<file path="src/pkg/acr_pkg.sv">
// constants and types for the converter configuration register block
//
// Operation
// - input pair select picks differential or single-ended
// - gain range decoded, codes above 100 give 0.256
// - mode bit 0 continuous, 1 single-shot powerdown
// - sample rate codes 000-110, 111 unused; code times 111 like 110 at 3300 SPS
// - temp sense bit routes internal sensor
// - pull-up only while chip select high, enabled
// - write only when qualifier equals 01
// - constant-level input never updates register
// - reserved bit 0 ignored, host writes 1
// - qualifier field resets to 01
// - bit 15 starts single shot when idle
// - clock idles low, sample on falling edges
// - shift config in while result shifts out
package acr_pkg;
    // ---------------------------------------------------------------
    // register layout
    // ---------------------------------------------------------------
    localparam int unsigned CFG_W        = 16;
    localparam int unsigned BIT_START    = 15;
    localparam int unsigned MUX_HI       = 14;
    localparam int unsigned MUX_LO       = 12;
    localparam int unsigned GAIN_HI      = 11;
    localparam int unsigned GAIN_LO      = 9;
    localparam int unsigned BIT_MODE     = 8;
    localparam int unsigned RATE_HI      = 7;
    localparam int unsigned RATE_LO      = 5;
    localparam int unsigned BIT_TSENSE   = 4;
    localparam int unsigned BIT_PULLUP   = 3;
    localparam int unsigned QUAL_HI      = 2;
    localparam int unsigned QUAL_LO      = 1;
    localparam logic [15:0] CFG_RESET    = 16'h058b;
    localparam logic [1:0]  QUAL_VALID   = 2'h1;
    localparam logic [2:0]  GAIN_MAX     = 3'h5;
    localparam logic [2:0]  RATE_UNUSED  = 3'h7;
    localparam logic [2:0]  MUX_SE_BASE  = 3'h4;
    localparam logic [4:0]  FRAME_BITS   = 5'h10;
    localparam logic [4:0]  BITCNT_W0    = 5'h00;
    // ---------------------------------------------------------------
    // conversion timing (cycles of the core clock at 200 MHz)
    // ---------------------------------------------------------------
    localparam int unsigned CLK_HZ       = 200_000_000;
    localparam int unsigned RATE_SPS_0   = 128;
    localparam int unsigned RATE_SPS_1   = 250;
    localparam int unsigned RATE_SPS_2   = 490;
    localparam int unsigned RATE_SPS_3   = 920;
    localparam int unsigned RATE_SPS_4   = 1600;
    localparam int unsigned RATE_SPS_5   = 2400;
    localparam int unsigned RATE_SPS_6   = 3300;
    localparam int unsigned CNV_W        = 21;

    // ---------------------------------------------------------------
    // types
    // ---------------------------------------------------------------
    typedef struct packed {
        logic [2:0] input_pair;
        logic [2:0] gain_range_select;
        logic       single_shot_mode;
        logic [2:0] sample_rate_select;
        logic       temp_sense_select;
        logic       pullup_enable;
    } acr_ctrl_t;

    typedef struct packed {
        logic       sclk;
        logic       cs_n;
        logic       din;
    } acr_link_t;

    typedef enum logic [1:0] {
        CNV_IDLE,
        CNV_RUN
    } acr_cnv_state_t;
endpackage

</file>
<file path="src/hw/acr_sync.sv">
// two-flop synchroniser for link pins
`timescale 1ns/10ps
module acr_sync #(
    parameter int unsigned  W       = 1,
    parameter logic [W-1:0] RST_VAL = '0
) (
    input  wire logic         clk,
    input  wire logic         rst_n,
    input  wire logic [W-1:0] d,
    output logic      [W-1:0] q
);
    logic [W-1:0] meta_reg;

    always_ff @(posedge clk or negedge rst_n) begin
        if (!rst_n) begin
            // start at the pins' idle levels
            meta_reg <= RST_VAL;
            q        <= RST_VAL;
        end else begin
            meta_reg <= d;
            q        <= meta_reg;
        end
    end
endmodule

</file>
<file path="src/hw/acr_top.sv">
// converter configuration register with serial link shifter
`timescale 1ns/10ps
module acr_top (
    input  wire logic        CORE_CLK,
    input  wire logic        RESETN,
    input  wire logic        SCLK,
    input  wire logic        CS_N,
    input  wire logic        DIN,
    input  wire logic [11:0] RESULT_DATA,
    output logic             DATA_OUT_READY_N_O,
    output logic             DATA_OUT_READY_N_OE_N,
    output logic             PULLUP_ON,
    output logic [2:0]       INPUT_PAIR,
    output logic [1:0]       POSITIVE_INPUT,
    output logic [2:0]       NEGATIVE_INPUT,
    output logic [2:0]       GAIN_RANGE_SELECT,
    output logic             CONTINUOUS_MODE,
    output logic             POWERED_DOWN,
    output logic [2:0]       SAMPLE_RATE_SELECT,
    output logic             TEMP_SENSE_SELECT,
    output logic             CONVERSION_START,
    output logic             RESULT_READY,
    output logic [15:0]      CONFIG_READBACK
);
    // ---------------------------------------------------------------
    // reset release
    // ---------------------------------------------------------------
    logic rst_meta_reg;
    logic rst_n;

    always_ff @(posedge CORE_CLK or negedge RESETN) begin
        if (!RESETN) begin
            rst_meta_reg <= 1'b0;
            rst_n        <= 1'b0;
        end else begin
            rst_meta_reg <= 1'b1;
            rst_n        <= rst_meta_reg;
        end
    end

    // ---------------------------------------------------------------
    // pin synchronisers
    // ---------------------------------------------------------------
    acr_pkg::acr_link_t link_raw;
    acr_pkg::acr_link_t link_s;

    assign link_raw = '{sclk: SCLK, cs_n: CS_N, din: DIN};

    // cs_n starts high so the pin stays released as reset lifts
    acr_sync #(
        .W       ($bits(acr_pkg::acr_link_t)),
        .RST_VAL (3'h2)
    ) u_sync (
        .clk   (CORE_CLK),
        .rst_n (rst_n),
        .d     (link_raw),
        .q     (link_s)
    );

    logic sclk_d_reg;
    logic sclk_rise;
    logic sclk_fall;

    always_ff @(posedge CORE_CLK or negedge rst_n) begin
        if (!rst_n) begin
            sclk_d_reg <= 1'b0;
        end else begin
            sclk_d_reg <= link_s.sclk;
        end
    end

    assign sclk_fall = sclk_d_reg & ~link_s.sclk & ~link_s.cs_n;
    assign sclk_rise = ~sclk_d_reg & link_s.sclk & ~link_s.cs_n;

    // ---------------------------------------------------------------
    // configuration register
    // ---------------------------------------------------------------
    acr_pkg::acr_ctrl_t ctrl_reg;
    logic [1:0]         qual_reg;
    logic               resv_reg;
    logic [15:0]        shift_in_reg;
    logic [15:0]        shift_in_next;
    logic [4:0]         bitcnt_reg;
    logic               word_done;
    logic               word_ok;
    logic               cnv_busy;

    assign shift_in_next = {shift_in_reg[14:0], link_s.din};
    assign word_done = sclk_fall && (bitcnt_reg == acr_pkg::FRAME_BITS - 5'h01);
    // all-zero and all-one words give 00 or 11 and are refused
    assign word_ok = word_done &&
        (shift_in_next[acr_pkg::QUAL_HI:acr_pkg::QUAL_LO] == acr_pkg::QUAL_VALID);

    always_ff @(posedge CORE_CLK or negedge rst_n) begin
        if (!rst_n) begin
            bitcnt_reg <= acr_pkg::BITCNT_W0;
        end else if (link_s.cs_n) begin
            bitcnt_reg <= acr_pkg::BITCNT_W0;
        end else if (sclk_fall) begin
            if (bitcnt_reg == 5'h1f) begin
                bitcnt_reg <= acr_pkg::BITCNT_W0;
            end else begin
                bitcnt_reg <= bitcnt_reg + 5'h01;
            end
        end
    end

    always_ff @(posedge CORE_CLK or negedge rst_n) begin
        if (!rst_n) begin
            shift_in_reg <= '0;
        end else if (sclk_fall) begin
            shift_in_reg <= shift_in_next;
        end
    end

    always_ff @(posedge CORE_CLK or negedge rst_n) begin
        if (!rst_n) begin
            ctrl_reg.input_pair         <= acr_pkg::CFG_RESET[acr_pkg::MUX_HI:acr_pkg::MUX_LO];
            ctrl_reg.gain_range_select  <= acr_pkg::CFG_RESET[acr_pkg::GAIN_HI:acr_pkg::GAIN_LO];
            ctrl_reg.single_shot_mode   <= acr_pkg::CFG_RESET[acr_pkg::BIT_MODE];
            ctrl_reg.sample_rate_select <= acr_pkg::CFG_RESET[acr_pkg::RATE_HI:acr_pkg::RATE_LO];
            ctrl_reg.temp_sense_select  <= acr_pkg::CFG_RESET[acr_pkg::BIT_TSENSE];
            ctrl_reg.pullup_enable      <= acr_pkg::CFG_RESET[acr_pkg::BIT_PULLUP];
            qual_reg                    <= acr_pkg::CFG_RESET[acr_pkg::QUAL_HI:acr_pkg::QUAL_LO];
        end else if (word_ok) begin
            ctrl_reg.input_pair         <= shift_in_next[acr_pkg::MUX_HI:acr_pkg::MUX_LO];
            ctrl_reg.gain_range_select  <= shift_in_next[acr_pkg::GAIN_HI:acr_pkg::GAIN_LO];
            ctrl_reg.single_shot_mode   <= shift_in_next[acr_pkg::BIT_MODE];
            ctrl_reg.sample_rate_select <= shift_in_next[acr_pkg::RATE_HI:acr_pkg::RATE_LO];
            ctrl_reg.temp_sense_select  <= shift_in_next[acr_pkg::BIT_TSENSE];
            ctrl_reg.pullup_enable      <= shift_in_next[acr_pkg::BIT_PULLUP];
            qual_reg                    <= shift_in_next[acr_pkg::QUAL_HI:acr_pkg::QUAL_LO];
        end
    end

    // reserved bit stored for readback only
    always_ff @(posedge CORE_CLK or negedge rst_n) begin
        if (!rst_n) begin
            resv_reg <= acr_pkg::CFG_RESET[0];
        end else if (word_ok) begin
            resv_reg <= shift_in_next[0];
        end
    end

    // ---------------------------------------------------------------
    // conversion sequencing
    // ---------------------------------------------------------------
    acr_pkg::acr_cnv_state_t cnv_state_reg;
    logic [acr_pkg::CNV_W-1:0] cnv_cnt_reg;
    logic [acr_pkg::CNV_W-1:0] cnv_len;
    logic                      ss_request;
    logic                      new_data_reg;

    always_comb begin
        case (ctrl_reg.sample_rate_select)
            3'h0:    cnv_len = acr_pkg::CNV_W'(acr_pkg::CLK_HZ / acr_pkg::RATE_SPS_0);
            3'h1:    cnv_len = acr_pkg::CNV_W'(acr_pkg::CLK_HZ / acr_pkg::RATE_SPS_1);
            3'h2:    cnv_len = acr_pkg::CNV_W'(acr_pkg::CLK_HZ / acr_pkg::RATE_SPS_2);
            3'h3:    cnv_len = acr_pkg::CNV_W'(acr_pkg::CLK_HZ / acr_pkg::RATE_SPS_3);
            3'h4:    cnv_len = acr_pkg::CNV_W'(acr_pkg::CLK_HZ / acr_pkg::RATE_SPS_4);
            3'h5:    cnv_len = acr_pkg::CNV_W'(acr_pkg::CLK_HZ / acr_pkg::RATE_SPS_5);
            3'h6:    cnv_len = acr_pkg::CNV_W'(acr_pkg::CLK_HZ / acr_pkg::RATE_SPS_6);
            default: cnv_len = acr_pkg::CNV_W'(acr_pkg::CLK_HZ / acr_pkg::RATE_SPS_6);
        endcase
    end

    // start bit honoured only when idle
    assign ss_request = word_ok && shift_in_next[acr_pkg::BIT_START] &&
                        ctrl_reg.single_shot_mode && (cnv_state_reg == acr_pkg::CNV_IDLE);

    // continuous runs back to back, single-shot idles
    always_ff @(posedge CORE_CLK or negedge rst_n) begin
        if (!rst_n) begin
            cnv_state_reg <= acr_pkg::CNV_IDLE;
            cnv_cnt_reg   <= '0;
        end else begin
            case (cnv_state_reg)
                acr_pkg::CNV_IDLE: begin
                    cnv_cnt_reg <= '0;
                    if (ss_request || !ctrl_reg.single_shot_mode) begin
                        cnv_state_reg <= acr_pkg::CNV_RUN;
                    end
                end
                acr_pkg::CNV_RUN: begin
                    if (cnv_cnt_reg >= cnv_len - acr_pkg::CNV_W'(1)) begin
                        cnv_cnt_reg <= '0;
                        if (ctrl_reg.single_shot_mode) begin
                            cnv_state_reg <= acr_pkg::CNV_IDLE;
                        end
                    end else begin
                        cnv_cnt_reg <= cnv_cnt_reg + acr_pkg::CNV_W'(1);
                    end
                end
                default: cnv_state_reg <= acr_pkg::CNV_IDLE;
            endcase
        end
    end

    assign cnv_busy = (cnv_state_reg == acr_pkg::CNV_RUN);

    logic cnv_end;
    assign cnv_end = cnv_busy && (cnv_cnt_reg >= cnv_len - acr_pkg::CNV_W'(1));

    always_ff @(posedge CORE_CLK or negedge rst_n) begin
        if (!rst_n) begin
            CONVERSION_START <= 1'b0;
            RESULT_READY     <= 1'b0;
        end else begin
            CONVERSION_START <= ss_request ||
                                (!cnv_busy && !ctrl_reg.single_shot_mode) ||
                                (cnv_end && !ctrl_reg.single_shot_mode);
            RESULT_READY     <= cnv_end;
        end
    end

    // ---------------------------------------------------------------
    // result buffer and serial output
    // ---------------------------------------------------------------
    logic [15:0] result_reg;
    logic [31:0] shift_out_reg;
    logic [15:0] cfg_word;

    assign cfg_word = {1'b0, ctrl_reg.input_pair, ctrl_reg.gain_range_select,
                       ctrl_reg.single_shot_mode, ctrl_reg.sample_rate_select,
                       ctrl_reg.temp_sense_select, ctrl_reg.pullup_enable,
                       qual_reg, resv_reg};

    always_ff @(posedge CORE_CLK or negedge rst_n) begin
        if (!rst_n) begin
            result_reg   <= '0;
            new_data_reg <= 1'b0;
        end else begin
            if (cnv_end) begin
                result_reg   <= {RESULT_DATA, 4'h0};
                new_data_reg <= 1'b1;
            end else if (sclk_rise && bitcnt_reg == acr_pkg::BITCNT_W0) begin
                new_data_reg <= 1'b0;
            end
        end
    end

    // result then config readback, msb first on rising edges
    always_ff @(posedge CORE_CLK or negedge rst_n) begin
        if (!rst_n) begin
            shift_out_reg <= '0;
        end else if (sclk_rise) begin
            shift_out_reg <= {shift_out_reg[30:0], 1'b0};
        end else if (word_ok) begin
            // second half echoes the word just applied
            shift_out_reg <= {1'b0, shift_in_next[14:0], 16'h0};
        end else if (link_s.cs_n || (bitcnt_reg == acr_pkg::BITCNT_W0 && !sclk_d_reg)) begin
            shift_out_reg <= {result_reg, cfg_word};
        end
    end

    always_ff @(posedge CORE_CLK or negedge rst_n) begin
        if (!rst_n) begin
            DATA_OUT_READY_N_O    <= 1'b1;
            DATA_OUT_READY_N_OE_N <= 1'b1;
            PULLUP_ON             <= 1'b0;
        end else begin
            DATA_OUT_READY_N_OE_N <= link_s.cs_n;
            // msb leaves on the first rise, ready flag shown before it
            if (sclk_rise) begin
                DATA_OUT_READY_N_O <= shift_out_reg[31];
            end else if (bitcnt_reg == acr_pkg::BITCNT_W0 && !sclk_d_reg) begin
                DATA_OUT_READY_N_O <= ~new_data_reg;
            end
            PULLUP_ON <= link_s.cs_n && ctrl_reg.pullup_enable;
        end
    end

    // ---------------------------------------------------------------
    // decoded controls
    // ---------------------------------------------------------------
    // input pair decode
    always_comb begin
        case (ctrl_reg.input_pair)
            3'h0:    begin POSITIVE_INPUT = 2'h0; NEGATIVE_INPUT = 3'h1; end
            3'h1:    begin POSITIVE_INPUT = 2'h0; NEGATIVE_INPUT = 3'h3; end
            3'h2:    begin POSITIVE_INPUT = 2'h1; NEGATIVE_INPUT = 3'h3; end
            3'h3:    begin POSITIVE_INPUT = 2'h2; NEGATIVE_INPUT = 3'h3; end
            default: begin
                POSITIVE_INPUT = ctrl_reg.input_pair[1:0];
                NEGATIVE_INPUT = acr_pkg::MUX_SE_BASE;
            end
        endcase
    end

    // codes above 100 all give 0.256 range
    assign GAIN_RANGE_SELECT = (ctrl_reg.gain_range_select > acr_pkg::GAIN_MAX) ?
                               acr_pkg::GAIN_MAX : ctrl_reg.gain_range_select;
    assign INPUT_PAIR         = ctrl_reg.input_pair;
    assign CONTINUOUS_MODE    = ~ctrl_reg.single_shot_mode;
    assign POWERED_DOWN       = ctrl_reg.single_shot_mode & ~cnv_busy;
    assign SAMPLE_RATE_SELECT = ctrl_reg.sample_rate_select;
    assign TEMP_SENSE_SELECT  = ctrl_reg.temp_sense_select;
    assign CONFIG_READBACK    = cfg_word;
endmodule

</file>
<file path="config.mk">
export PLATFORM = sky130hd
export DESIGN_NAME = acr_top
export DESIGN_NICKNAME = d
export VERILOG_FILES = /design/src/pkg/acr_pkg.sv /design/src/hw/acr_sync.sv /design/src/hw/acr_top.sv
export SDC_FILE = /design/constraint.sdc
export NUM_CORES = 1
export LEC_CHECK = 0
export BUFFER_PORTS_ARGS = -buffer_cell sky130_fd_sc_hd__buf_2
export CAP_MARGIN = 20
export CORE_ASPECT_RATIO = 1.4
export CORE_MARGIN = 3
export CORE_UTILIZATION = 29
export CTS_CLUSTER_DIAMETER = 80
export DETAILED_ROUTE_END_ITERATION = 8
export PLACE_DENSITY_LB_ADDON = 0.12
export SYNTH_ARGS = -nofsm -noshare
export SYNTH_HDL_FRONTEND = slang
export SYNTH_HIERARCHICAL = 1
export SYNTH_SLANG_ARGS = --single-unit
export TNS_END_PERCENT = 1
</file>
<file path="constraint.sdc">
create_clock -name CORE_CLK -period 8.55 [get_ports CORE_CLK]
set_input_delay 2.1375 -clock CORE_CLK [delete_from_list [all_inputs] [get_ports CORE_CLK]]
set_output_delay 2.1375 -clock CORE_CLK [all_outputs]
set_load 0.005 [all_outputs]
</file>
==> results_dict.tcl <==
set metrics [dict create \
    coreArea_um2 19200 \
    dp.cells 811 \
    slew_violations 0 \
    path_cells "inv_1, nand2_1, a21boi_0, ha_1, inv_1, o21ai_0, a21boi_0, ha_1, a21oi_1, o21ai_0, a221oi_1, and3_4, nand3_1, a21boi_1" \
    critPathKind "flip-flop to flip-flop" \
    tightestPinTransition_ps 928 \
    synth-edff-count 0 \
    hold_path_class "flip-flop to flip-flop" \
    finalCritPeriodShare_pct 48.4 \
    cts_tree "yes" \
    final-setup-viol-count 0 \
    seq_area_frac_synth_pct 51.2 \
    num-nets-final 627 \
    groute.usage.overall_pct 13.1 \
    async_flop_share_pct 100 \
    grt_pass1_wl_mm 22.0 \
    grt_pass1_vias 4141 \
    syn_area_um2 5690 \
    utilization_pct 35.4 \
    slowest_stage "dfstp_2" \
    drv_cap 0 \
    nFillCells 2005 \
    p_leak_nw 3.37 \
    sw_frac_of_total_pct 21.8 \
    gp_congestion 0.806 \
    grt_max_degree 63 \
    detail-route-antenna-nets 0 \
    cts.path.max_buffers 2 \
    fin_setup_tns_ps 0 \
    num_io_pins 55 \
    dpl_cell_area_um2 6130 \
    drive_above_1_share_pct 21.8 \
    total_power_mw 1.48 \
    post_cts.repair.setup_buffers 0 \
    synthesis.nets 584 \
    ys_ff_latch 116 \
    cts.clk_slew.worst_paths_ps 60 \
    insertion_delay_ps 410 \
    die_x_um 124 \
    start_util_pct 29.6 \
    diodes 0 \
    drcViolationCount 0 \
    cts-root-buf "clkbuf_16" \
    arrival_ps 4420 \
    drtPass1Iterations 4 \
    wl_per_cell_um 15.8 \
    die_h_um 172 \
    pre_cts_ws_ps 4410 \
    ys.flop_type "dfrtp_1" \
    irDropWorstVdd_v 0.000126 \
    syn_to_final_growth_pct 19.6 \
    power.density_nw_per_um2 218 \
    p_int_mw 1.16 \
    status "complete, no violations" \
    die_area_um2 21400 \
    synthCells 540 \
    rows 60 \
    port_buffers 53 \
    fin_cells 844 \
    ctsResizeCount 0 \
    antenna_found_initial 0 \
    post-route-cell-area_um2 6810 \
    netlist-cell-type-count 55 \
    yosysWarnings 6 \
    holdBufCountCts 0 \
    hold_viol_final 0 \
    comb_power_share_pct 4.4 \
    min_period_ps 4140 \
    vias 3998 \
    cts_sinks 116 \
    critPathMaxStageDelay_ps 670 \
    avgSynthCellArea_um2 10.5 \
    p_clk_share_pct 53.9 \
    required_ps 8830 \
    crit_path_start_kind "flip-flop" \
    max_freq_mhz 242 \
    seqPwrFrac_pct 41.7 \
    largest_reg_flops 32 \
    switching_power_mw 0.323 \
    cts_buffers 17 \
    most-common-layout-cells "105 x dfrtp_1, 75 x nand2_1, 53 x buf_2, 51 x nor2_1, 27 x ha_1" \
    routed_wl_mm 13.4 \
    viasPerCell 4.74 \
    cp_max_fo 23 \
    htree_levels 4 \
    layout_commonest_cell "dfrtp_1" \
    max_slew_margin_pct 38.0 \
    drt-initial-drc-count 212 \
    grt_remaining_overflow 0 \
    dpl.hpwl_mm 9.40 \
    skew_ps 12.5 \
    rsz0062_at_grt "false" \
    setup_slack_ps 4410 \
    timing.hold.ws_ps 349 \
    endpoint_kind "flip-flop" \
]
-- power groups by stage --
stage               Sequential, mW  Combinational (mW)  Clock, mW
detailed placement           0.629              0.0666          0
global placement             0.628              0.0655          0
CTS                          0.619              0.0669      0.819
global route                 0.625              0.0750      0.847
finish                       0.618              0.0659      0.798
floorplan                    0.618              0.0482          0
-- routing by layer --
layer | vias up | global-route usage [%] | wire (µm)
li1 | 1927 | - | -
met1 | 1991 | 15.5 | 5820
met2 | 61 | 23.0 | 6990
met3 | 19 | 3.01 | 360
met4 | 0 | 5.25 | 198
met5 | - | 0 | 0
-- synth_stat cells (3+ instances only) --
cell type	n	area share, %
clkbuf_1	15	0.99
nor2b_1	3	0.33
ha_1	27	5.9
o21ai_0	13	1.1
and3_1	7	0.77
a21oi_1	16	1.4
mux2_1	10	2.0
dfstp_2	10	4.6
mux2i_1	26	4.6
nor2_1	52	3.4
mux2_2	9	1.8
mux2_4	8	2.1
nand4_1	5	0.55
xor2_1	14	2.2
buf_2	8	0.70
nand3_1	16	1.4
xnor2_1	7	1.1
dfrtp_1	106	47
nand2_1	75	4.9
a21o_1	12	1.6
and2_1	4	0.44
buf_4	9	1.2
o21ai_1	23	2.0
nand2b_1	3	0.33
a211oi_1	12	1.6
inv_1	13	0.86
-- worst paths after layout --
check / startpoint / end / slack [ps] / cells after the start
max: SAMPLE_RATE_SELECT[2] / CONVERSION_START / 4410 / 14
min: u_sync/meta_reg[0] / u_sync/q[0] / 350 / 0
max reg2reg: SAMPLE_RATE_SELECT[2] / CONVERSION_START / 4410 / 14
min reg2reg: u_sync/meta_reg[0] / u_sync/q[0] / 350 / 0
max in group asynchronous: rst_n / SAMPLE_RATE_SELECT[0] / 6890 / 1
min in group asynchronous: rst_n / result_reg[10] / 370 / 0
-- logic make-up (layout without fill, tap and decap cells) --
kind of cell | count (synthesis) | in the layout | share of synthesized area [%]
flops | 116 | 116 | 51.2
mux | 53 | 53 | 10.4
compound gates | 90 | 90 | 9.87
buf+inv | 50 | 106 | 4.33
simple gates | 181 | 181 | 14.9
xor+xnor | 21 | 21 | 3.23
other cells | 2 | 2 | 0.132
fa+ha+maj | 27 | 27 | 5.93
-- critical path, delay by kind of cell (launching register included) --
family / cells / cell delay [ps]
flip-flops: 1 / 670
AND/OR/NAND/NOR: 3 / 1060
AO/OA/AOI/OAI: 7 / 1430
adder cells (fa/ha/maj): 2 / 530
buffers and inverters: 2 / 300
-- area by class of cell --
cell class              instances  area, µm²  area share, %
multi-input cells             374       2540           37.3
well taps                     248        310           4.56
repair buffers                 59        318           4.67
clock buffers                  21        470           6.91
clock inverters                11        196           2.88
flip-flops and latches        116       2920           42.9
inverters                      15       56.3          0.827
Power figures use the tool's default switching activity.
